### src/pkg/lmb_pkg.sv
// ==========================================================================
// shared constants of the local memory bank controller
package lmb_pkg;

  localparam int BANKS = 6;
  localparam int FIXED_BANKS = 4;
  localparam int PROG_BANKS = 2;
  localparam int ADDR_W = 32;
  localparam int SPACE_W = 23;
  localparam int REGION_W = ADDR_W - SPACE_W;
  localparam int PIN_LO = 2;
  localparam int PIN_W = SPACE_W - PIN_LO;
  localparam int WAIT_W = 4;
  localparam int DATA_W = 32;
  localparam int SDR_W = 15;

  // port width codes, two bits per bank
  localparam logic [1:0] W8 = 2'h0;
  localparam logic [1:0] W16 = 2'h1;
  localparam logic [1:0] W32 = 2'h2;

  // strap positions on the address pins, as pin index minus two
  localparam int BOOT_HI = 20;
  localparam int BOOT_LO = 19;
  localparam int HOST_POS = 18;
  localparam int MODE_HI = 17;
  localparam int MODE_LO = 15;

  // address pins shared with the dram address: 16..2 without 12
  localparam logic [SDR_W-1:0] SDR_MASK = 15'h7_bff;

  localparam logic [5:0] CS_IDLE = 6'h3f;
  localparam logic [3:0] WE_IDLE = 4'hf;

  typedef enum logic [3:0] {
    ST_IDLE = 4'b0001,
    ST_SETUP = 4'b0010,
    ST_STROBE = 4'b0100,
    ST_HOLD = 4'b1000
  } lmb_state_t;

endpackage

### src/lmb_lane_map.sv
`timescale 1ns/1ps
// ==========================================================================
// write strobe lane steering by port width
module lmb_lane_map (
  input wire logic [1:0] width_in,
  input wire logic [3:0] be_in,
  input wire logic [1:0] addr_lo_in,
  input wire logic cs_active_in,
  input wire logic wr_strobe_in,
  output logic [3:0] we_n_out
);
  import lmb_pkg::*;

  // ==========================================================================
  // narrow ports reuse idle lanes as low address bits while selected
  always_comb
  begin
    we_n_out = WE_IDLE;
    if (cs_active_in)
    begin
      case (width_in)
        W32:
        begin
          we_n_out = wr_strobe_in ? ~be_in : WE_IDLE;
        end
        W16:
        begin
          we_n_out[3] = ~(wr_strobe_in & be_in[1]);
          we_n_out[2] = addr_lo_in[1];
          we_n_out[1] = 1'b0;
          we_n_out[0] = ~(wr_strobe_in & be_in[0]);
        end
        default:
        begin
          we_n_out[3] = 1'b1;
          we_n_out[2] = addr_lo_in[1];
          we_n_out[1] = addr_lo_in[0];
          we_n_out[0] = ~(wr_strobe_in & be_in[0]);
        end
      endcase
    end
  end

endmodule

### src/lmb_ctrl.sv
`timescale 1ns/1ps
// How it works
// - six active-low bank selects, the four fixed ones 8MB each
// - each bank is 8, 16 or 32 wide
// - two banks have programmable base and extent
// - wait states inserted from per-bank count
// - burst advances address linear or sub-block
// - 32-bit: four independent byte write strobes
// - 16-bit: high-byte strobe, A1, low, low-byte strobe
// - 8-bit: high, A1, A0, byte strobe
// - selected bank select driven low
// - output enable only for selected reading bank
// - one shared 32-bit two-way data bus
// - plain async devices attach without glue
// - upper address pins double as straps
// - pins 16..2 except 12 carry dram address
// - straps caught at reset release, then address
// - dram bit 12 on own pin
module lmb_ctrl #(
  parameter int BURST_W = 2
) (
  input wire logic ref_clk_in,
  input wire logic sys_rst_in,
  input wire logic req_valid_in,
  input wire logic req_write_in,
  input wire logic [lmb_pkg::ADDR_W-1:0] req_addr_in,
  input wire logic [BURST_W-1:0] req_len_in,
  input wire logic req_subblock_in,
  input wire logic [3:0] req_be_in,
  input wire logic [lmb_pkg::DATA_W-1:0] req_wdata_in,
  input wire logic [2*lmb_pkg::BANKS-1:0] width_cfg_in,
  input wire logic [lmb_pkg::WAIT_W*lmb_pkg::BANKS-1:0] wait_cfg_in,
  input wire logic [lmb_pkg::REGION_W*lmb_pkg::PROG_BANKS-1:0] prog_base_in,
  input wire logic [lmb_pkg::REGION_W*lmb_pkg::PROG_BANKS-1:0] prog_mask_in,
  input wire logic sdram_active_in,
  input wire logic [lmb_pkg::SDR_W-1:0] sdram_addr_in,
  input wire logic sdram_a12_in,
  input wire logic [lmb_pkg::DATA_W-1:0] mem_data_in,
  input wire logic [lmb_pkg::PIN_W-1:0] mem_addr_in,
  output logic req_ready_out,
  output logic beat_done_out,
  output logic acc_err_out,
  output logic [lmb_pkg::DATA_W-1:0] rd_data_out,
  output logic [5:0] mem_cs_n_out,
  output logic mem_oe_n_out,
  output logic [3:0] mem_we_n_out,
  output logic [lmb_pkg::DATA_W-1:0] mem_data_out,
  output logic mem_data_oe_out,
  output logic [lmb_pkg::PIN_W-1:0] mem_addr_out,
  output logic mem_addr_oe_out,
  output logic sdram_addr12_out,
  output logic [1:0] boot_mode_out,
  output logic pci_host_mode_out,
  output logic [2:0] mode_bits_out
);
  import lmb_pkg::*;

  typedef struct packed {
    lmb_state_t st;
    logic [5:0] cs_n;
    logic oe_n;
    logic [3:0] we_n;
    logic [DATA_W-1:0] wdata;
    logic data_oe;
    logic [PIN_W-1:0] pins;
    logic addr_oe;
    logic a12;
    logic [DATA_W-1:0] rd_data;
    logic beat_done;
    logic acc_err;
    logic ready;
    logic [1:0] width;
    logic write;
    logic sub;
    logic [SPACE_W-1:0] start;
    logic [SPACE_W-1:0] cur;
    logic [BURST_W-1:0] idx;
    logic [BURST_W-1:0] left;
    logic [WAIT_W-1:0] wait_cnt;
    logic [WAIT_W-1:0] wait_ld;
    logic [3:0] be;
    logic strap_done;
    logic [1:0] boot;
    logic host;
    logic [2:0] mode;
  } lmb_ctrl_t;

  lmb_ctrl_t s;
  lmb_ctrl_t n;
  logic [3:0] lane_we_n;
  logic lane_cs;
  logic lane_wr;

  // ==========================================================================
  // lane steering sees the next state so strobes leave a flop aligned
  assign lane_cs = (n.st != ST_IDLE);
  assign lane_wr = (n.st == ST_STROBE) && n.write;

  lmb_lane_map u_lane (
    .width_in(n.width),
    .be_in(n.be),
    .addr_lo_in(n.cur[1:0]),
    .cs_active_in(lane_cs),
    .wr_strobe_in(lane_wr),
    .we_n_out(lane_we_n)
  );

  // ==========================================================================
  // beat address: linear steps by port width, sub-block xors index bits
  function automatic logic [SPACE_W-1:0] beat_addr(
    input logic [SPACE_W-1:0] base,
    input logic [BURST_W-1:0] idx,
    input logic [1:0] w,
    input logic sub
  );
    logic [SPACE_W-1:0] step;
    logic [SPACE_W-1:0] fld;
    step = SPACE_W'(idx) << w;
    fld = SPACE_W'({BURST_W{1'b1}}) << w;
    if (sub)
      beat_addr = (base & ~fld) | ((base & fld) ^ step);
    else
      beat_addr = base + step;
  endfunction

  // ==========================================================================
  // next-state logic for the whole controller
  always_comb
  begin
    logic [REGION_W-1:0] region;
    logic hit;
    logic [2:0] bank;
    region = req_addr_in[ADDR_W-1:SPACE_W];
    hit = 1'b0;
    bank = 3'h0;
    n = s;
    n.beat_done = 1'b0;
    n.acc_err = 1'b0;
    // fixed banks sit at region index, programmable ones override
    for (int i = 0; i < BANKS; i++)
    begin
      if (i < FIXED_BANKS)
      begin
        if (region == REGION_W'(i))
        begin
          hit = 1'b1;
          bank = 3'(i);
        end
      end
      else if ((region & prog_mask_in[(i-FIXED_BANKS)*REGION_W +: REGION_W])
        == (prog_base_in[(i-FIXED_BANKS)*REGION_W +: REGION_W]
        & prog_mask_in[(i-FIXED_BANKS)*REGION_W +: REGION_W]))
      begin
        hit = 1'b1;
        bank = 3'(i);
      end
    end
    case (s.st)
      ST_IDLE:
      begin
        // dram owns the shared pins while active, so local waits
        if (req_valid_in && s.ready && !sdram_active_in)
        begin
          if (hit)
          begin
            n.st = ST_SETUP;
            n.cs_n = ~(6'h01 << bank);
            n.width = width_cfg_in[2*bank +: 2];
            n.wait_ld = wait_cfg_in[WAIT_W*bank +: WAIT_W];
            n.write = req_write_in;
            n.sub = req_subblock_in;
            n.start = req_addr_in[SPACE_W-1:0];
            n.cur = req_addr_in[SPACE_W-1:0];
            n.idx = '0;
            n.left = req_len_in;
            n.be = req_be_in;
          end
          else
          begin
            n.acc_err = 1'b1;
          end
        end
      end
      ST_SETUP:
      begin
        // data and lanes for this beat are taken as the strobe opens
        n.st = ST_STROBE;
        n.wait_cnt = s.wait_ld;
        n.be = req_be_in;
        n.wdata = req_wdata_in;
        n.data_oe = s.write;
      end
      ST_STROBE:
      begin
        if (s.wait_cnt == '0)
        begin
          n.st = ST_HOLD;
          n.beat_done = 1'b1;
          if (!s.write)
            n.rd_data = mem_data_in;
        end
        else
        begin
          n.wait_cnt = s.wait_cnt - 1'b1;
        end
      end
      ST_HOLD:
      begin
        // hold phase keeps address and data stable past the strobe
        n.data_oe = 1'b0;
        if (s.left != '0)
        begin
          n.st = ST_SETUP;
          n.left = s.left - 1'b1;
          n.idx = s.idx + 1'b1;
          n.cur = beat_addr(s.start, s.idx + 1'b1, s.width, s.sub);
        end
        else
        begin
          n.st = ST_IDLE;
          n.cs_n = CS_IDLE;
        end
      end
      default:
      begin
        n.st = ST_IDLE;
        n.cs_n = CS_IDLE;
        n.data_oe = 1'b0;
      end
    endcase
    // oe only for a reading strobe, strobes only on writes
    n.oe_n = !((n.st == ST_STROBE) && !n.write);
    n.we_n = lane_we_n;
    n.ready = (n.st == ST_IDLE) && s.strap_done;
    // straps are taken at the first edge after reset release
    if (!s.strap_done)
    begin
      n.boot = mem_addr_in[BOOT_HI:BOOT_LO];
      n.host = mem_addr_in[HOST_POS];
      n.mode = mem_addr_in[MODE_HI:MODE_LO];
      n.strap_done = 1'b1;
      n.ready = 1'b0;
    end
    n.addr_oe = 1'b1;
    n.pins = n.cur[SPACE_W-1:PIN_LO];
    if (sdram_active_in)
      n.pins[SDR_W-1:0] = (n.pins[SDR_W-1:0] & ~SDR_MASK)
        | (sdram_addr_in & SDR_MASK);
    n.a12 = sdram_a12_in;
  end

  // ==========================================================================
  // state register; everything deasserted while reset is held
  always_ff @(posedge ref_clk_in or posedge sys_rst_in)
  begin
    if (sys_rst_in)
    begin
      s <= '0;
      s.st <= ST_IDLE;
      s.cs_n <= CS_IDLE;
      s.oe_n <= 1'b1;
      s.we_n <= WE_IDLE;
    end
    else
    begin
      s <= n;
    end
  end

  // ==========================================================================
  // ports come straight from the state register
  assign req_ready_out = s.ready;
  assign beat_done_out = s.beat_done;
  assign acc_err_out = s.acc_err;
  assign rd_data_out = s.rd_data;
  assign mem_cs_n_out = s.cs_n;
  assign mem_oe_n_out = s.oe_n;
  assign mem_we_n_out = s.we_n;
  assign mem_data_out = s.wdata;
  assign mem_data_oe_out = s.data_oe;
  assign mem_addr_out = s.pins;
  assign mem_addr_oe_out = s.addr_oe;
  assign sdram_addr12_out = s.a12;
  assign boot_mode_out = s.boot;
  assign pci_host_mode_out = s.host;
  assign mode_bits_out = s.mode;

  // ==========================================================================
  // checks
  cs_onehot_a: assert property (@(posedge ref_clk_in) disable iff (sys_rst_in)
    $onehot0(~mem_cs_n_out)) else $error("two bank selects low");
  oe_excl_a: assert property (@(posedge ref_clk_in) disable iff (sys_rst_in)
    !mem_oe_n_out |-> !mem_data_oe_out && mem_cs_n_out != CS_IDLE
    && (s.width != W32 || mem_we_n_out == WE_IDLE))
    else $error("oe with write or no select");
  w8_lanes_a: assert property (@(posedge ref_clk_in) disable iff (sys_rst_in)
    (s.st != ST_IDLE && s.width == W8) |->
    mem_we_n_out[3] && mem_we_n_out[2:1] == s.cur[1:0])
    else $error("8-bit lane map wrong");
  w16_lanes_a: assert property (@(posedge ref_clk_in) disable iff (sys_rst_in)
    (s.st != ST_IDLE && s.width == W16) |->
    !mem_we_n_out[1] && mem_we_n_out[2] == s.cur[1])
    else $error("16-bit lane map wrong");
  wait_len_a: assert property (@(posedge ref_clk_in) disable iff (sys_rst_in)
    (s.st == ST_STROBE && s.wait_cnt == 4'h1) |=>
    s.st == ST_STROBE ##1 s.st == ST_HOLD && beat_done_out)
    else $error("wait state count wrong");
  burst_lin_a: assert property (@(posedge ref_clk_in) disable iff (sys_rst_in)
    (s.st == ST_HOLD && s.left != '0 && !s.sub && s.width == W32) |=>
    s.cur == $past(s.cur) + 23'h00_0004)
    else $error("linear burst step wrong");
  sdr_pins_a: assert property (@(posedge ref_clk_in) disable iff (sys_rst_in)
    $past(sdram_active_in) && s.strap_done |->
    (mem_addr_out[SDR_W-1:0] & SDR_MASK) == ($past(sdram_addr_in) & SDR_MASK))
    else $error("dram address not on pins");
  a12_pin_a: assert property (@(posedge ref_clk_in) disable iff (sys_rst_in)
    ##1 sdram_addr12_out == $past(sdram_a12_in))
    else $error("dram bit 12 wrong");
  strap_hold_a: assert property (@(posedge ref_clk_in) disable iff (sys_rst_in)
    $past(s.strap_done) |-> $stable(boot_mode_out) && $stable(mode_bits_out)
    && $stable(pci_host_mode_out)) else $error("strap changed");
  reset_idle_a: assert property (@(posedge ref_clk_in)
    sys_rst_in |=> mem_cs_n_out == CS_IDLE && mem_oe_n_out
    && mem_we_n_out == WE_IDLE) else $error("controls not idle");

endmodule

### config.mk
export PLATFORM = sky130hd
export DESIGN_NAME = lmb_ctrl
export DESIGN_NICKNAME = d
export VERILOG_FILES = /design/src/pkg/lmb_pkg.sv /design/src/lmb_lane_map.sv /design/src/lmb_ctrl.sv
export SDC_FILE = /design/constraint.sdc
export NUM_CORES = 1
export LEC_CHECK = 0
export BUFFER_PORTS_ARGS = -buffer_cell sky130_fd_sc_hd__buf_2
export CAP_MARGIN = 10
export CORE_MARGIN = 5
export CORE_UTILIZATION = 44
export CTS_CLUSTER_DIAMETER = 40
export DETAILED_ROUTE_END_ITERATION = 6
export PLACE_DENSITY = 0.72
export RECOVER_POWER = 100
export SYNTH_ARGS = -nofsm -noshare
export SYNTH_HDL_FRONTEND = slang
export SYNTH_SLANG_ARGS = --single-unit
### constraint.sdc
create_clock -name ref_clk_in -period 5.7 [get_ports ref_clk_in]
set_input_delay 0.285 -clock ref_clk_in [delete_from_list [all_inputs] [get_ports ref_clk_in]]
set_output_delay 0.285 -clock ref_clk_in [all_outputs]
set_load 0.02 [all_outputs]
==> results.sh <==
export IMPL_crit_arrival_ns=4.49
export IMPL_drt_iter0_drc=442
export IMPL_rsz0062_at_grt="false"
export IMPL_post_cts_buffers=0
export IMPL_clk_pin_slew_ns=0.07
export IMPL_drv_slew=187
export IMPL_async_flop_share=1.000
export IMPL_p_int_mw=2.726
export IMPL_p_sw_mw=1.494
export IMPL_r2r_start="s[175]$_DFF_PP1_"
export IMPL_synth_area_per_cell_sq_um=10.00
export IMPL_hold_path_endpoint="mem_data_out[7]$_DFFE_PP0P_"
export IMPL_power_leakage_nw=4.944
export IMPL_hold_start="req_wdata_in[7]"
export IMPL_drt_pass1_iter_count=5
export IMPL_combPwrFrac=0.287
export IMPL_worstSetupPathType="reg -> reg"
export IMPL_cp_num_buf_inv=1
export IMPL_gp_congestion=0.9072
export IMPL_max_slew_margin=-1.146
export IMPL_ctsHoldBuffers=1
export IMPL_clk_latency_ns=0.42
export IMPL_antenna_found_initial=4
export IMPL_initial_core_util=0.4481
export IMPL_min_path_type="in -> reg"
export IMPL_h_tree_depth=4
export IMPL_grt_pass1_wl_um=34780
export IMPL_swShare=0.3540
export IMPL_maxCapViolations=5
export IMPL_area_delta_synth_final_pct=17.36
export IMPL_fin_crit_ns=4.189
export IMPL_io_pins=325
export IMPL_cts_sinks=171
export IMPL_die_h_um=150.8
export IMPL_grt_max_degree=111
export IMPL_hold_path_cell_count=3
export IMPL_synth_yosys_seq_area_share=0.4924
export IMPL_worstPathCellList="nor4b_1 -> nand2_1 -> o221ai_4 -> nor2_2 -> buf_4 -> a221o_1 -> mux2_1"
export IMPL_yosysTopAreaCell="dfrtp_1"
export IMPL_vdd_drop_max_mv=0.2577
export IMPL_final_cell_mix="199 x buf_2, 196 x nand2_1, 159 x dfrtp_1, 114 x clkbuf_1, 45 x mux2_2"
export IMPL_tns_ns=0
export IMPL_coreArea_sq_um=19460
export IMPL_setup_worst_path_end_class="flop"
export IMPL_fmax_ghz=0.2387
export IMPL_cts_buffers_inserted=17
export IMPL_overflow=0
export IMPL_post_route_period_util=0.7349
export IMPL_yosys_warnings=0
export IMPL_postSynthCellCount=872
export IMPL_grt_pass1_vias=6885
export IMPL_reg2reg_to="mem_addr_out[7]$_DFF_PP0_"
export IMPL_synthFlopType="dfrtp_1"
export IMPL_critPathSlowestCell="nor4b_1"
export IMPL_clockRootBuffer="clkbuf_16"
export IMPL_required_ns=6.00
export IMPL_cts_buffer_depth=2
export IMPL_r2r_slack_ns=1.51
export IMPL_grt_usage=0.1929
export IMPL_synth_area_top_cells="dfrtp_1 46%, buf_4 8.6%, nand2_1 8.4%, mux2_2 6.1%, dfstp_2 3.6%"
export IMPL_pwr_share_seq=0.426
export IMPL_setup_violations=0
export IMPL_synthesis_area_sq_um=8721
export IMPL_drive_gt1_frac=0.2748
export IMPL_wirelength_um=22400
export IMPL_syn_nets=1100
export IMPL_synth_edf_count=0
export IMPL_dp_hpwl_um=16520
export IMPL_final_util=0.5259
export IMPL_power_frac_clock=0.287
export IMPL_start_kind="flop"
export IMPL_final_common_cell="buf_2"
export IMPL_vias_per_cell=5.079
export IMPL_violations="capacitance limit, slew limit"
export IMPL_fin_skew_ns=0.01074
export IMPL_rows=51
export IMPL_ant_nets=0
export IMPL_ff2ff_path_depth=7
export IMPL_slowest_delay_ns=1.37
export IMPL_die_x_um=150.8
export IMPL_cts_resized=0
export IMPL_finalNetCount=1303
export IMPL_p_per_area_nw_per_um2=412.3
export IMPL_outcome="finished, violations left"
export IMPL_worst_pin_slew_ns=3.218
export IMPL_die_area_sq_um=22740
export IMPL_critPathMaxFanout=16
export IMPL_final_area_sq_um=10230
export IMPL_synth_seq_cells=171
export IMPL_netlist_area_leader_share=0.4562
export IMPL_postPlaceCellArea_sq_um=9787
export IMPL_drc=0
export IMPL_crit_family="simple AND/OR/NAND/NOR gates"
export IMPL_wl_per_cell_um=16.52
export IMPL_cts_tree="done"
export IMPL_vias=6887
export IMPL_fill_cells=1813
export IMPL_portBuffers=308
export IMPL_final_hold_viol_count=0
export IMPL_yosysUniqueCellTypes=64
-- per-stage QoR --
step / power, mW / hold slack, ns / cells / setup WS, ns
floorplan: 2.877 / 0.3164 / 872 / 0.8031
global placement: 3.042 / 0.3929 / 1319 / 2.055
detailed placement: 3.086 / 0.4008 / 1319 / 2.007
CTS: 4.322 / 0.03114 / 1352 / 2.255
global route: 4.503 / 0.03533 / 1356 / 1.053
finish: 4.220 / 0.05207 / 1356 / 1.511
-- power groups by stage --
stage,registers [mW],logic (mW),clock network (mW)
2_1_floorplan,1.76,1.12,0
3_3_place_gp,1.80,1.24,0
3_5_place_dp,1.81,1.28,0
4_1_cts,1.79,1.29,1.24
5_1_grt,1.85,1.36,1.30
6_report,1.80,1.21,1.21
-- layer usage --
layer  track usage  up-vias  wire length (um)
li1              -     3330                 -
met1        0.2446     3280              9466
met2        0.3291      248             10950
met3       0.04788       27              1623
met4       0.05394        2               355
met5             0        -                 7
-- registers in the layout, summed over array words and instances (netlist names), 2 cells and up, named ones only --
register / flops
boot_mode_out: 2
mem_addr_out: 14
rd_data_out: 32
mode_bits_out: 3
mem_cs_n_out: 6
mem_we_n_out: 4
s: 64
mem_data_out: 32
-- Yosys cell counts, types with 4 or more instances --
cell type,count
a41oi_1,4
o21ai_0,30
o31a_1,4
and3_1,6
nor2_1,25
ha_1,10
xor2_1,29
mux2i_1,4
o21a_1,4
nor3_1,8
mux2_2,47
o31ai_1,5
a22oi_1,15
or3_1,4
buf_2,8
dfstp_2,12
xnor2_1,6
a31oi_1,8
nand2_1,196
nor4_1,8
buf_4,100
nand3_1,28
a21oi_1,15
a21o_1,10
dfrtp_1,159
buf_1,5
clkbuf_1,19
o211ai_1,11
nor4b_1,6
inv_1,17
nand2b_1,5
o221ai_1,5
a221o_1,8
nand3b_1,4
-- worst max-delay path by stage --
stage                           startpoint                          to  slack, ns  cells past startpoint
after floorplan                 sys_rst_in  asynchronous set/reset pin       0.80                      1
after global placement     req_addr_in[30]   mem_we_n_out[3]$_DFF_PP1_       2.06                     11
after detailed placement   req_addr_in[30]   mem_we_n_out[3]$_DFF_PP1_       2.01                     11
after CTS                 s[175]$_DFF_PP1_   mem_addr_out[7]$_DFF_PP0_       2.25                      7
after global routing      s[175]$_DFF_PP1_   mem_addr_out[7]$_DFF_PP0_       1.05                      7
final                     s[175]$_DFF_PP1_   mem_addr_out[7]$_DFF_PP0_       1.51                      7
-- cell families (layout without fill, tap and decap cells) --
family / Yosys count / in the layout / synth area share
and+or+nand+nor: 305 / 305 / 0.1565
xor gates and xnor gates: 35 / 35 / 0.03515
buffers and inverters: 152 / 368 / 0.1113
adders and majority gates: 11 / 11 / 0.01664
muxes: 54 / 54 / 0.06915
DFF: 171 / 171 / 0.4924
other: 1 / 4 / 0.0004300
AOI/OAI and AO/OA: 143 / 143 / 0.1184
-- layout make-up --
cell class                      instances  area (sq um)  share of cell area
Tap cell                              265         331.6             0.03240
Inverter                               18         72.57            0.007090
Antenna cell                            3         7.507           0.0007335
Clock inverter                         14         185.2             0.01809
Clock buffer                           18         429.2             0.04193
Sequential cell                       171          4294              0.4196
Timing Repair Buffer                  318          1465              0.1432
Multi-Input combinational cell        549          3450              0.3370
-- tightest hold or removal path, delay by kind of cell --
family / cells / cell delay (ns)
simple gates: 2 / 0.09
buf+inv: 1 / 0.08
Power figures use the tool's default switching activity.
